### config.mk
export PLATFORM = sky130hd
export DESIGN_NAME = spi_chip_select_timing
export DESIGN_NICKNAME = d
export VERILOG_FILES = /design/src/hdl/cs_timing_pkg.sv /design/src/hdl/spi_chip_select_timing.sv
export SDC_FILE = /design/constraint.sdc
export NUM_CORES = 1
export LEC_CHECK = 0
export BUFFER_PORTS_ARGS = -buffer_cell sky130_fd_sc_hd__buf_2
export CAP_MARGIN = 30
export CORE_ASPECT_RATIO = 1.2
export CORE_MARGIN = 2
export CORE_UTILIZATION = 35
export CTS_CLUSTER_SIZE = 40
export DETAILED_ROUTE_END_ITERATION = 10
export GPL_TIMING_DRIVEN = 0
export PLACE_DENSITY = 0.59
export SLEW_MARGIN = 25
export SYNTH_ARGS = -nofsm -noshare
export SYNTH_HDL_FRONTEND = slang
export SYNTH_SLANG_ARGS = --single-unit
### constraint.sdc
create_clock -name clock -period 5.6 [get_ports clock]
set_input_delay 0.56 -clock clock [delete_from_list [all_inputs] [get_ports clock]]
set_output_delay 0.56 -clock clock [all_outputs]
set_load 0.1 [all_outputs]
### src/hdl/cs_timing_pkg.sv
package cs_timing_pkg;

    // --------------------------------------------------------------
    // Register map (byte addresses, one word each)
    // --------------------------------------------------------------
    localparam logic [3:0] addr_mirror = 4'h0;
    localparam logic [3:0] addr_delay = 4'h4;
    localparam logic [3:0] addr_idle = 4'h8;
    localparam logic [3:0] addr_xfer = 4'hc;
    localparam logic [3:0] addr_status = 4'h0 + 4'h0 + 4'h0 + 4'h0;
    localparam logic [3:0] addr_flags = 4'h0;

    // --------------------------------------------------------------
    // Field positions
    // --------------------------------------------------------------
    localparam int setup_lsb = 24;
    localparam int hold_lsb = 16;
    localparam int eot_lsb = 8;
    localparam int resp_lsb = 0;
    localparam int chip_select_number_field_lsb = 16;
    localparam int start_bit = 31;
    localparam int hold_active_bit_bit = 28;
    localparam int wait_for_enable_option_bit = 21;
    localparam int distimer_bit = 18;
    localparam int phase_bit = 16;
    localparam int bits_lsb = 8;

    // --------------------------------------------------------------
    // Reset values
    // --------------------------------------------------------------
    localparam logic [31:0] delay_reset = 32'h0000_0000;
    localparam logic [7:0] idle_reset = 8'hff;

    // Controller states, Gray along idle-setup-wait-shift-hold
    typedef enum logic [2:0] {
        st_idle = 3'b000,
        st_setup = 3'b001,
        st_wait = 3'b011,
        st_shift = 3'b010,
        st_hold = 3'b110,
        st_half = 3'b111
    } cs_state_e;

endpackage : cs_timing_pkg

### src/hdl/spi_chip_select_timing.sv
// Overview of operation
// RULE1: Mirror register returns received word in bits 15:0 without touching flags.
// RULE2: Setup delay is setup field plus two module clocks before first clock edge.
// RULE3: Setup field zero means no setup delay at all.
// RULE4: Clock phase one adds half a bit period before first clock edge.
// RULE5: Hold delay is hold field plus one module clock after the last bit.
// RULE6: Hold field zero means no hold delay at all.
// RULE7: Clock phase zero adds half a bit period before chip select release.
// RULE8: Setup counting ignores the slave enable line.
// RULE9: Hold counting ignores early enable release; chip select stays active.
// RULE10: Software keeps setup and hold values as small as slaves allow.
// RULE11: Enable still active past end-of-transfer time-out sets desync flag.
// RULE12: Enable released before transfer end sets desync flag; the code checks this only while shifting with the wait-for-enable option set.
// RULE13: End-of-transfer time-out counts serial bit clock periods of current format.
// RULE14: Desync flag raises interrupt request only when its enable is set.
// RULE15: Wait for enable after chip select bounded by response time-out field.
// RULE16: Response time-out sets time-out flag, interrupt request only when enabled.
// RULE17: Idle chip select pins follow idle pattern bits directly.
// RULE18: During transfer pins follow chip select number; hold bit keeps them active.
// RULE19: Software sets idle pattern to all ones in slave mode.
// RULE20: Software writes zero to idle bits of absent pins.
// RULE21: Response time-out releases chip select immediately.
// RULE22: Wait-for-enable failure aborts the transfer.
// RULE23: Format timer-disable bit skips both setup and hold delays.
// RULE24: All counters restart from zero at each activation and transfer end.
`timescale 1ns/10ps

module spi_chip_select_timing
    import cs_timing_pkg::*;
#(
    parameter int cs_width = 8
) (
    // Clock and reset
    input wire logic clock,
    input wire logic reset_n,
    // Avalon-MM slave
    input wire logic [3:0] address,
    input wire logic read,
    input wire logic write,
    input wire logic [3:0] byteenable,
    input wire logic [31:0] writedata,
    output logic [31:0] readdata,
    output logic waitrequest,
    // Shift engine side
    input wire logic [15:0] received_word,
    input wire logic [31:0] format_word,
    input wire logic shift_done,
    input wire logic desync_int_enable,
    input wire logic timeout_int_enable,
    output logic shift_start,
    output logic transfer_abort,
    output logic desync_flag,
    output logic timeout_flag,
    output logic desync_irq,
    output logic timeout_irq,
    // Pins
    input wire logic serial_bit_clock,
    input wire logic slave_enable_line_n,
    output logic [cs_width-1:0] chip_select_pins
);

    // --------------------------------------------------------------
    // Synchronisers for the link clock and the enable pin
    // --------------------------------------------------------------
    logic [2:0] sclk_sync_reg;
    logic [1:0] ena_sync_reg;
    logic sclk_rise;
    logic ena_active;

    // Third stage only feeds the edge detector, never the first stage
    always_ff @(posedge clock or negedge reset_n) begin
        if (!reset_n) begin
            sclk_sync_reg <= 3'h0;
            ena_sync_reg <= 2'h3;
        end else begin
            sclk_sync_reg <= {sclk_sync_reg[1:0], serial_bit_clock};
            ena_sync_reg <= {ena_sync_reg[0], slave_enable_line_n};
        end
    end

    assign sclk_rise = sclk_sync_reg[1] & ~sclk_sync_reg[2];
    assign ena_active = ~ena_sync_reg[1];

    // --------------------------------------------------------------
    // Register file
    // --------------------------------------------------------------
    logic [31:0] delay_reg;
    logic [7:0] idle_reg;
    logic [7:0] chip_select_number_field_reg;
    logic hold_active_bit_reg;
    logic start_reg;
    logic rd_pending_reg;

    // Merge byte lanes of a write into an old word
    function automatic logic [31:0] lane_merge(input logic [31:0] old,
                                               input logic [31:0] wd,
                                               input logic [3:0] be);
        logic [31:0] r;
        r = old;
        for (int i = 0; i < 4; i++) begin
            if (be[i]) begin
                r[i*8 +: 8] = wd[i*8 +: 8];
            end
        end
        return r;
    endfunction : lane_merge

    // Writes take effect at once; start bit is a one-cycle request
    always_ff @(posedge clock or negedge reset_n) begin
        if (!reset_n) begin
            delay_reg <= delay_reset;
            idle_reg <= idle_reset;
            chip_select_number_field_reg <= idle_reset;
            hold_active_bit_reg <= 1'b0;
            start_reg <= 1'b0;
        end else begin
            start_reg <= 1'b0;
            if (write) begin
                case (address)
                    addr_delay: delay_reg <= lane_merge(delay_reg, writedata, byteenable);
                    addr_idle: begin
                        if (byteenable[0]) begin
                            idle_reg <= writedata[7:0];
                        end
                    end
                    addr_xfer: begin
                        if (byteenable[2]) begin
                            chip_select_number_field_reg <= writedata[chip_select_number_field_lsb +: 8];
                        end
                        if (byteenable[3]) begin
                            hold_active_bit_reg <= writedata[hold_active_bit_bit];
                            start_reg <= writedata[start_bit];
                        end
                    end
                    default: begin
                    end
                endcase
            end
        end
    end

    // Reads answer one cycle after the request; writes need no wait
    always_ff @(posedge clock or negedge reset_n) begin
        if (!reset_n) begin
            rd_pending_reg <= 1'b0;
        end else begin
            rd_pending_reg <= read & ~rd_pending_reg;
        end
    end

    assign waitrequest = read & ~rd_pending_reg;

    logic [2:0] state_reg;

    // Mirror read has no side effect on any flag
    always_ff @(posedge clock or negedge reset_n) begin
        if (!reset_n) begin
            readdata <= 32'h0000_0000;
        end else if (read & ~rd_pending_reg) begin
            case (address)
                addr_mirror: readdata <= {16'h0000, received_word}; // RULE1
                addr_delay: readdata <= delay_reg;
                addr_idle: readdata <= {24'h000000, idle_reg};
                addr_xfer: readdata <= {start_reg, 2'h0, hold_active_bit_reg, 4'h0, chip_select_number_field_reg,
                                        5'h00, state_reg, desync_flag, timeout_flag, 6'h00};
                default: readdata <= 32'h0000_0000;
            endcase
        end
    end

    // --------------------------------------------------------------
    // Chip select sequencer
    // --------------------------------------------------------------
    cs_state_e state_q;
    logic [8:0] count_reg;
    logic [7:0] sclk_count_reg;
    logic half_pending_reg;
    logic timers_off;
    logic [7:0] setup_field;
    logic [7:0] hold_field;
    logic [7:0] eot_field;
    logic [7:0] resp_field;
    logic eot_watch_reg;

    assign state_reg = state_q;
    assign timers_off = format_word[distimer_bit]; // RULE23
    assign setup_field = delay_reg[setup_lsb +: 8];
    assign hold_field = delay_reg[hold_lsb +: 8];
    assign eot_field = delay_reg[eot_lsb +: 8];
    assign resp_field = delay_reg[resp_lsb +: 8];

    // Counters reset on entry to each state that uses them so no value carries over
    always_ff @(posedge clock or negedge reset_n) begin
        if (!reset_n) begin
            state_q <= st_idle;
            count_reg <= 9'h000;
            sclk_count_reg <= 8'h00;
            half_pending_reg <= 1'b0;
            shift_start <= 1'b0;
            transfer_abort <= 1'b0;
            timeout_flag <= 1'b0;
        end else begin
            shift_start <= 1'b0;
            transfer_abort <= 1'b0;
            count_reg <= count_reg + 9'h001;
            if (sclk_rise) begin
                sclk_count_reg <= sclk_count_reg + 8'h01;
            end
            if (write && address == addr_xfer && byteenable[3] && writedata[29]) begin
                timeout_flag <= 1'b0;
            end
            case (state_q)
                st_idle: begin
                    if (start_reg) begin
                        state_q <= st_setup; // RULE24
                        count_reg <= 9'h001;
                        sclk_count_reg <= 8'h00;
                        timeout_flag <= timeout_flag;
                    end
                end
                st_setup: begin
                    // Enable line is not looked at here
                    if (timers_off || setup_field == 8'h00 || // RULE3 RULE8
                        count_reg >= {1'b0, setup_field} + 9'h002) begin // RULE2
                        state_q <= format_word[wait_for_enable_option_bit] ? st_wait : st_shift;
                        half_pending_reg <= format_word[phase_bit]; // RULE4
                        count_reg <= 9'h000;
                        sclk_count_reg <= 8'h00;
                        shift_start <= ~format_word[wait_for_enable_option_bit] & ~format_word[phase_bit];
                    end
                end
                st_wait: begin
                    if (ena_active) begin
                        state_q <= st_shift;
                        shift_start <= ~half_pending_reg;
                        sclk_count_reg <= 8'h00;
                    end else if (sclk_count_reg >= resp_field) begin // RULE15
                        timeout_flag <= 1'b1; // RULE16
                        transfer_abort <= 1'b1; // RULE22
                        state_q <= st_idle; // RULE21
                    end
                end
                st_shift: begin
                    // Half bit delay measured from one bit clock edge
                    if (half_pending_reg && sclk_count_reg != 8'h00) begin
                        half_pending_reg <= 1'b0;
                        shift_start <= 1'b1;
                    end
                    if (shift_done) begin
                        state_q <= format_word[phase_bit] ? st_hold : st_half; // RULE7
                        count_reg <= 9'h001;
                        sclk_count_reg <= 8'h00;
                    end
                end
                st_half: begin
                    if (sclk_count_reg != 8'h00) begin
                        state_q <= st_hold;
                        count_reg <= 9'h001;
                    end
                end
                st_hold: begin
                    // Early enable release does not shorten the hold
                    if (timers_off || hold_field == 8'h00 || // RULE6 RULE9
                        count_reg >= {1'b0, hold_field} + 9'h001) begin // RULE5
                        state_q <= st_idle;
                        count_reg <= 9'h000;
                    end
                end
                default: state_q <= st_idle;
            endcase
        end
    end

    // --------------------------------------------------------------
    // Desynchronisation watch
    // --------------------------------------------------------------
    logic [7:0] eot_count_reg;

    // Set wins over a clear in the same cycle
    always_ff @(posedge clock or negedge reset_n) begin
        if (!reset_n) begin
            desync_flag <= 1'b0;
            eot_watch_reg <= 1'b0;
            eot_count_reg <= 8'h00;
        end else begin
            if (sclk_rise) begin
                eot_count_reg <= eot_count_reg + 8'h01; // RULE13
            end
            if (state_q == st_hold && (timers_off || hold_field == 8'h00 ||
                count_reg >= {1'b0, hold_field} + 9'h001)) begin
                eot_watch_reg <= 1'b1;
                eot_count_reg <= 8'h00; // RULE24
            end else if (eot_watch_reg && !ena_active) begin
                eot_watch_reg <= 1'b0;
            end
            if (write && address == addr_xfer && byteenable[3] && writedata[30]) begin
                desync_flag <= 1'b0;
            end
            if (eot_watch_reg && ena_active && eot_count_reg >= eot_field) begin
                desync_flag <= 1'b1; // RULE11
                eot_watch_reg <= 1'b0;
            end
            if (state_q == st_shift && format_word[wait_for_enable_option_bit] && !ena_active) begin
                desync_flag <= 1'b1; // RULE12
            end
        end
    end

    // Interrupt requests gated by enables from the flag logic
    always_ff @(posedge clock or negedge reset_n) begin
        if (!reset_n) begin
            desync_irq <= 1'b0;
            timeout_irq <= 1'b0;
        end else begin
            desync_irq <= desync_flag & desync_int_enable; // RULE14
            timeout_irq <= timeout_flag & timeout_int_enable; // RULE16
        end
    end

    // --------------------------------------------------------------
    // Chip select pins
    // --------------------------------------------------------------
    // Pins are registered so they never glitch while the state decodes.
    // Idle pattern drives the pins when no transfer is running, unless hold-active is set.
    // A response time-out forces the idle pattern at once, even mid-wait.
    // The hold-active bit keeps the transfer pattern between transfers,
    // but a pending time-out overrides it so a mute slave is released.
    // Limitation: the pin update lags the state by one module clock,
    // which takes one cycle off the setup and adds one to the hold as seen on the pins.
    // Only the low cs_width bits of either pattern reach the pins.
    always_ff @(posedge clock or negedge reset_n) begin
        if (!reset_n) begin
            chip_select_pins <= {cs_width{1'b1}};
        end else if (state_q == st_idle && !(hold_active_bit_reg && !timeout_flag)) begin
            chip_select_pins <= idle_reg[cs_width-1:0]; // RULE17
        end else if (state_q == st_wait && sclk_count_reg >= resp_field && !ena_active) begin
            chip_select_pins <= idle_reg[cs_width-1:0]; // RULE21
        end else if (state_q != st_idle || hold_active_bit_reg) begin
            chip_select_pins <= chip_select_number_field_reg[cs_width-1:0]; // RULE18
        end
    end

endmodule : spi_chip_select_timing

==> impl_metrics.env <==
export IMPL_drt_iter0_drc=360
export IMPL_insertion_delay_ps=430
export IMPL_unrepaired_setup_endpoints_after_global_routing="false"
export IMPL_cts_setup_buffers=0
export IMPL_cts_buffers=17
export IMPL_grt_max_degree=69
export IMPL_grt_antenna_before_repair=0
export IMPL_synth_area_um2=6630
export IMPL_yosys_register_bits=132
export IMPL_worst_setup_path_start_kind="flop"
export IMPL_final_min_period_over_clock_period_pct=56.2
export IMPL_layout_cells_most_common_list="sky130_fd_sc_hd__buf_2 (116), sky130_fd_sc_hd__dfrtp_1 (106), sky130_fd_sc_hd__nand2_1 (84), sky130_fd_sc_hd__o21ai_0 (53), sky130_fd_sc_hd__nor2_1 (42)"
export IMPL_global_route_usage_total_pct=18.4
export IMPL_die_x_um=130
export IMPL_final_core_utilization_pct=43.9
export IMPL_cts_hold_buf=0
export IMPL_floorplan_die_height_um=155
export IMPL_htree_num_levels=4
export IMPL_core_rowCount=55
export IMPL_ioPinCount=144
export IMPL_timing_setup_critical_path_class="flop to flop"
export IMPL_post_dp_hpwl_mm=13.2
export IMPL_postRouteAntennaNets=0
export IMPL_worst_clock_skew_ps=8.13
export IMPL_finalWeightedCongestion=0.823
export IMPL_dieArea_um2=20100
export IMPL_timing_critical_path_to_type="flop"
export IMPL_synth_adder_area_share_pct=7.73
export IMPL_hold_violations=0
export IMPL_overflow=0
export IMPL_finalSetupViolCount=0
export IMPL_slew_limit_headroom_pct=54.3
export IMPL_synth_area_per_inst_um2=10.4
export IMPL_diodes=0
export IMPL_main_combinational_cell_family_by_area_after_synthesis="simple AND/OR/NAND/NOR gates"
export IMPL_grt_pass1_wl_mm=28.2
export IMPL_ys_seq_area_share_pct=50.3
export IMPL_synth_edff_count=0
export IMPL_max_cap_violations=0
export IMPL_cts_sink_count=132
export IMPL_synth_top_flop_cell="sky130_fd_sc_hd__dfrtp_1"
export IMPL_most_common_cell_after_layout_fill_and_taps_aside="sky130_fd_sc_hd__buf_2"
export IMPL_drive_above_1_share_pct=28.3
export IMPL_cp_max_fo=8
export IMPL_drt_wl_total_mm=17.6
export IMPL_drt_pass1_iterations=4
export IMPL_post_synth_num_cell_types=53
export IMPL_synth_compound_area_share_pct=12.6
export IMPL_power_leakage_nw=3.91
export IMPL_power_per_cell_area_nw_per_um2=426
export IMPL_fin_nets=912
export IMPL_syn_to_final_growth_pct=23.8
export IMPL_worstPathRequired_ps=5950
export IMPL_total_negative_slack_for_setup_checks_ps=0
export IMPL_drc_errors=0
export IMPL_clockRootBuffer="sky130_fd_sc_hd__clkbuf_16"
export IMPL_routedWlPerCell_um=16.9
export IMPL_outcome="finished clean"
export IMPL_initial_utilization_pct=35.4
export IMPL_muxShareOfSynthArea_pct=7.45
export IMPL_post_synth_simple_gate_area_pct=14.7
export IMPL_synth_xor_area_share_pct=4.09
export IMPL_period_minus_slack_ps=3150
export IMPL_max_clock_path_buffers=2
export IMPL_core_region_area_um2=18700
export IMPL_tightestPinTransition_ps=682
export IMPL_irDropWorstVdd_v=0.000236
export IMPL_final_max_slew_viol_count=0
export IMPL_cts_tree="yes"
export IMPL_drt_vias_per_instance=4.99
export IMPL_worst_endpoint_arrival_ps=3500
export IMPL_clk_pin_slew_ps=60
export IMPL_ys_warn_count=0
export IMPL_grt_pass1_vias=5245
export IMPL_synthesis_instances=639
export IMPL_share_of_async_settable_or_async_resettable_flops_after_synthesis_pct=100
export IMPL_number_of_vias_after_detailed_routing=5209
export IMPL_max_clock_freq_mhz=318
export IMPL_hp_class="input port to asynchronous set/reset pin"
export IMPL_post_cts_resize_count=0
export IMPL_port_buffers=114
export IMPL_synthesis_nets=777
## cells in the mapped netlist (2+ instances only)
cell type / count / share of area [%]
sky130_fd_sc_hd__a22oi_1: 15 / 1.7
sky130_fd_sc_hd__and2_1: 5 / 0.47
sky130_fd_sc_hd__or3_1: 2 / 0.19
sky130_fd_sc_hd__nand3_1: 23 / 1.7
sky130_fd_sc_hd__and3_1: 14 / 1.3
sky130_fd_sc_hd__a221oi_1: 2 / 0.26
sky130_fd_sc_hd__nor4_1: 2 / 0.19
sky130_fd_sc_hd__nor2_1: 42 / 2.4
sky130_fd_sc_hd__a21oi_1: 23 / 1.7
sky130_fd_sc_hd__mux2_1: 2 / 0.34
sky130_fd_sc_hd__nor3_1: 3 / 0.23
sky130_fd_sc_hd__mux2_2: 41 / 7.0
sky130_fd_sc_hd__dfstp_2: 26 / 10
sky130_fd_sc_hd__nand2_1: 84 / 4.8
sky130_fd_sc_hd__xnor2_1: 11 / 1.5
sky130_fd_sc_hd__xor2_1: 20 / 2.6
sky130_fd_sc_hd__o2111ai_1: 2 / 0.26
sky130_fd_sc_hd__dfrtp_1: 106 / 40
sky130_fd_sc_hd__inv_1: 27 / 1.5
sky130_fd_sc_hd__buf_2: 2 / 0.15
sky130_fd_sc_hd__a22o_1: 12 / 1.6
sky130_fd_sc_hd__o21ai_0: 53 / 4.0
sky130_fd_sc_hd__o21a_1: 3 / 0.34
sky130_fd_sc_hd__or4_1: 2 / 0.23
sky130_fd_sc_hd__o221ai_1: 2 / 0.26
sky130_fd_sc_hd__nand4_1: 8 / 0.75
sky130_fd_sc_hd__nand2b_1: 7 / 0.66
sky130_fd_sc_hd__a211oi_1: 4 / 0.45
sky130_fd_sc_hd__ha_1: 41 / 7.7
sky130_fd_sc_hd__and4_1: 3 / 0.40
sky130_fd_sc_hd__a21o_1: 5 / 0.57
sky130_fd_sc_hd__nor2b_1: 5 / 0.47
sky130_fd_sc_hd__clkbuf_1: 22 / 1.2
## per-layer routing
layer	track usage [%]	vias up	part of all wire, %
met5	0	-	0
li1	-	2528	-
met1	23.7	2533	44
met3	3.94	26	4.7
met4	6.86	0	2.0
met2	30.3	122	49
## layout make-up
class / count / area (um2)
inverters: 28 / 105
fillers: 1858 / 10500
repair buffers: 116 / 613
flip-flops and latches: 132 / 3340
multi-input cells: 453 / 3100
clock inverters: 14 / 200
well taps: 256 / 320
clock buffers: 18 / 429
plain buffers: 26 / 104
## critical path, cell delays in order, from the launching register on
cell and delay, ps:
sky130_fd_sc_hd__dfrtp_1 470, sky130_fd_sc_hd__ha_1 220, sky130_fd_sc_hd__and3_1 200, sky130_fd_sc_hd__nand3_1 110
sky130_fd_sc_hd__xor2_1 160, sky130_fd_sc_hd__ha_1 290, sky130_fd_sc_hd__and4_1 190, sky130_fd_sc_hd__and3_1 190
sky130_fd_sc_hd__a211oi_2 490, sky130_fd_sc_hd__a22oi_2 220, sky130_fd_sc_hd__and4bb_1 250, sky130_fd_sc_hd__buf_4 160
sky130_fd_sc_hd__nor2_1 120
## cells by family (layout without fill, tap and decap cells)
logic type / count (synthesis) / in the layout
buffers and inverters: 54 / 202
adders and majority gates: 41 / 41
xor gates and xnor gates: 31 / 31
muxes: 44 / 44
AOI/OAI and AO/OA: 131 / 131
DFF: 132 / 132
and+or+nand+nor: 206 / 206
## power breakdown
| group | total, W | switching (W) | internal (W) |
|---|---|---|---|
| Sequential | 0.00130 | 0.000158 | 0.00114 |
| Clock | 0.00120 | 0.000453 | 0.000751 |
| Combinational | 0.000996 | 0.000657 | 0.000339 |
## stage by stage
| stage | cell area (um2) | total power (W) | setup WS (ps) | std cells | hold slack [ps] |
|---|---|---|---|---|---|
| 3_3_place_gp | 7520 | 0.00229 | 2070 | 1009 | 335 |
| 3_5_place_dp | 7580 | 0.00231 | 2510 | 1011 | 340 |
| 4_1_cts | 8210 | 0.00353 | 2480 | 1043 | 102 |
| 6_report | 8210 | 0.00350 | 2450 | 1043 | 91.0 |
| 2_1_floorplan | 6630 | 0.00204 | 2910 | 639 | 264 |
| 5_1_grt | 8210 | 0.00371 | 2270 | 1043 | 119 |
## path summary, 6_finish.rpt
check | to | from | slack (ps) | depth (start not counted)
min in group clock | ena_sync_reg[0] | slave_enable_line_n | 230 | 1
worst min-delay path | readdata[24] | reset_n | 90 | 1
worst min register to register | sclk_sync_reg[1] | sclk_sync_reg[0] | 350 | 0
worst max-delay path | count_reg[2] | delay_reg[25] | 2450 | 12
max in group asynchronous | idle_reg[4] | reset_n | 4750 | 2
worst max register to register | count_reg[2] | delay_reg[25] | 2450 | 12
No activity file was read; power rests on OpenSTA's default activity.
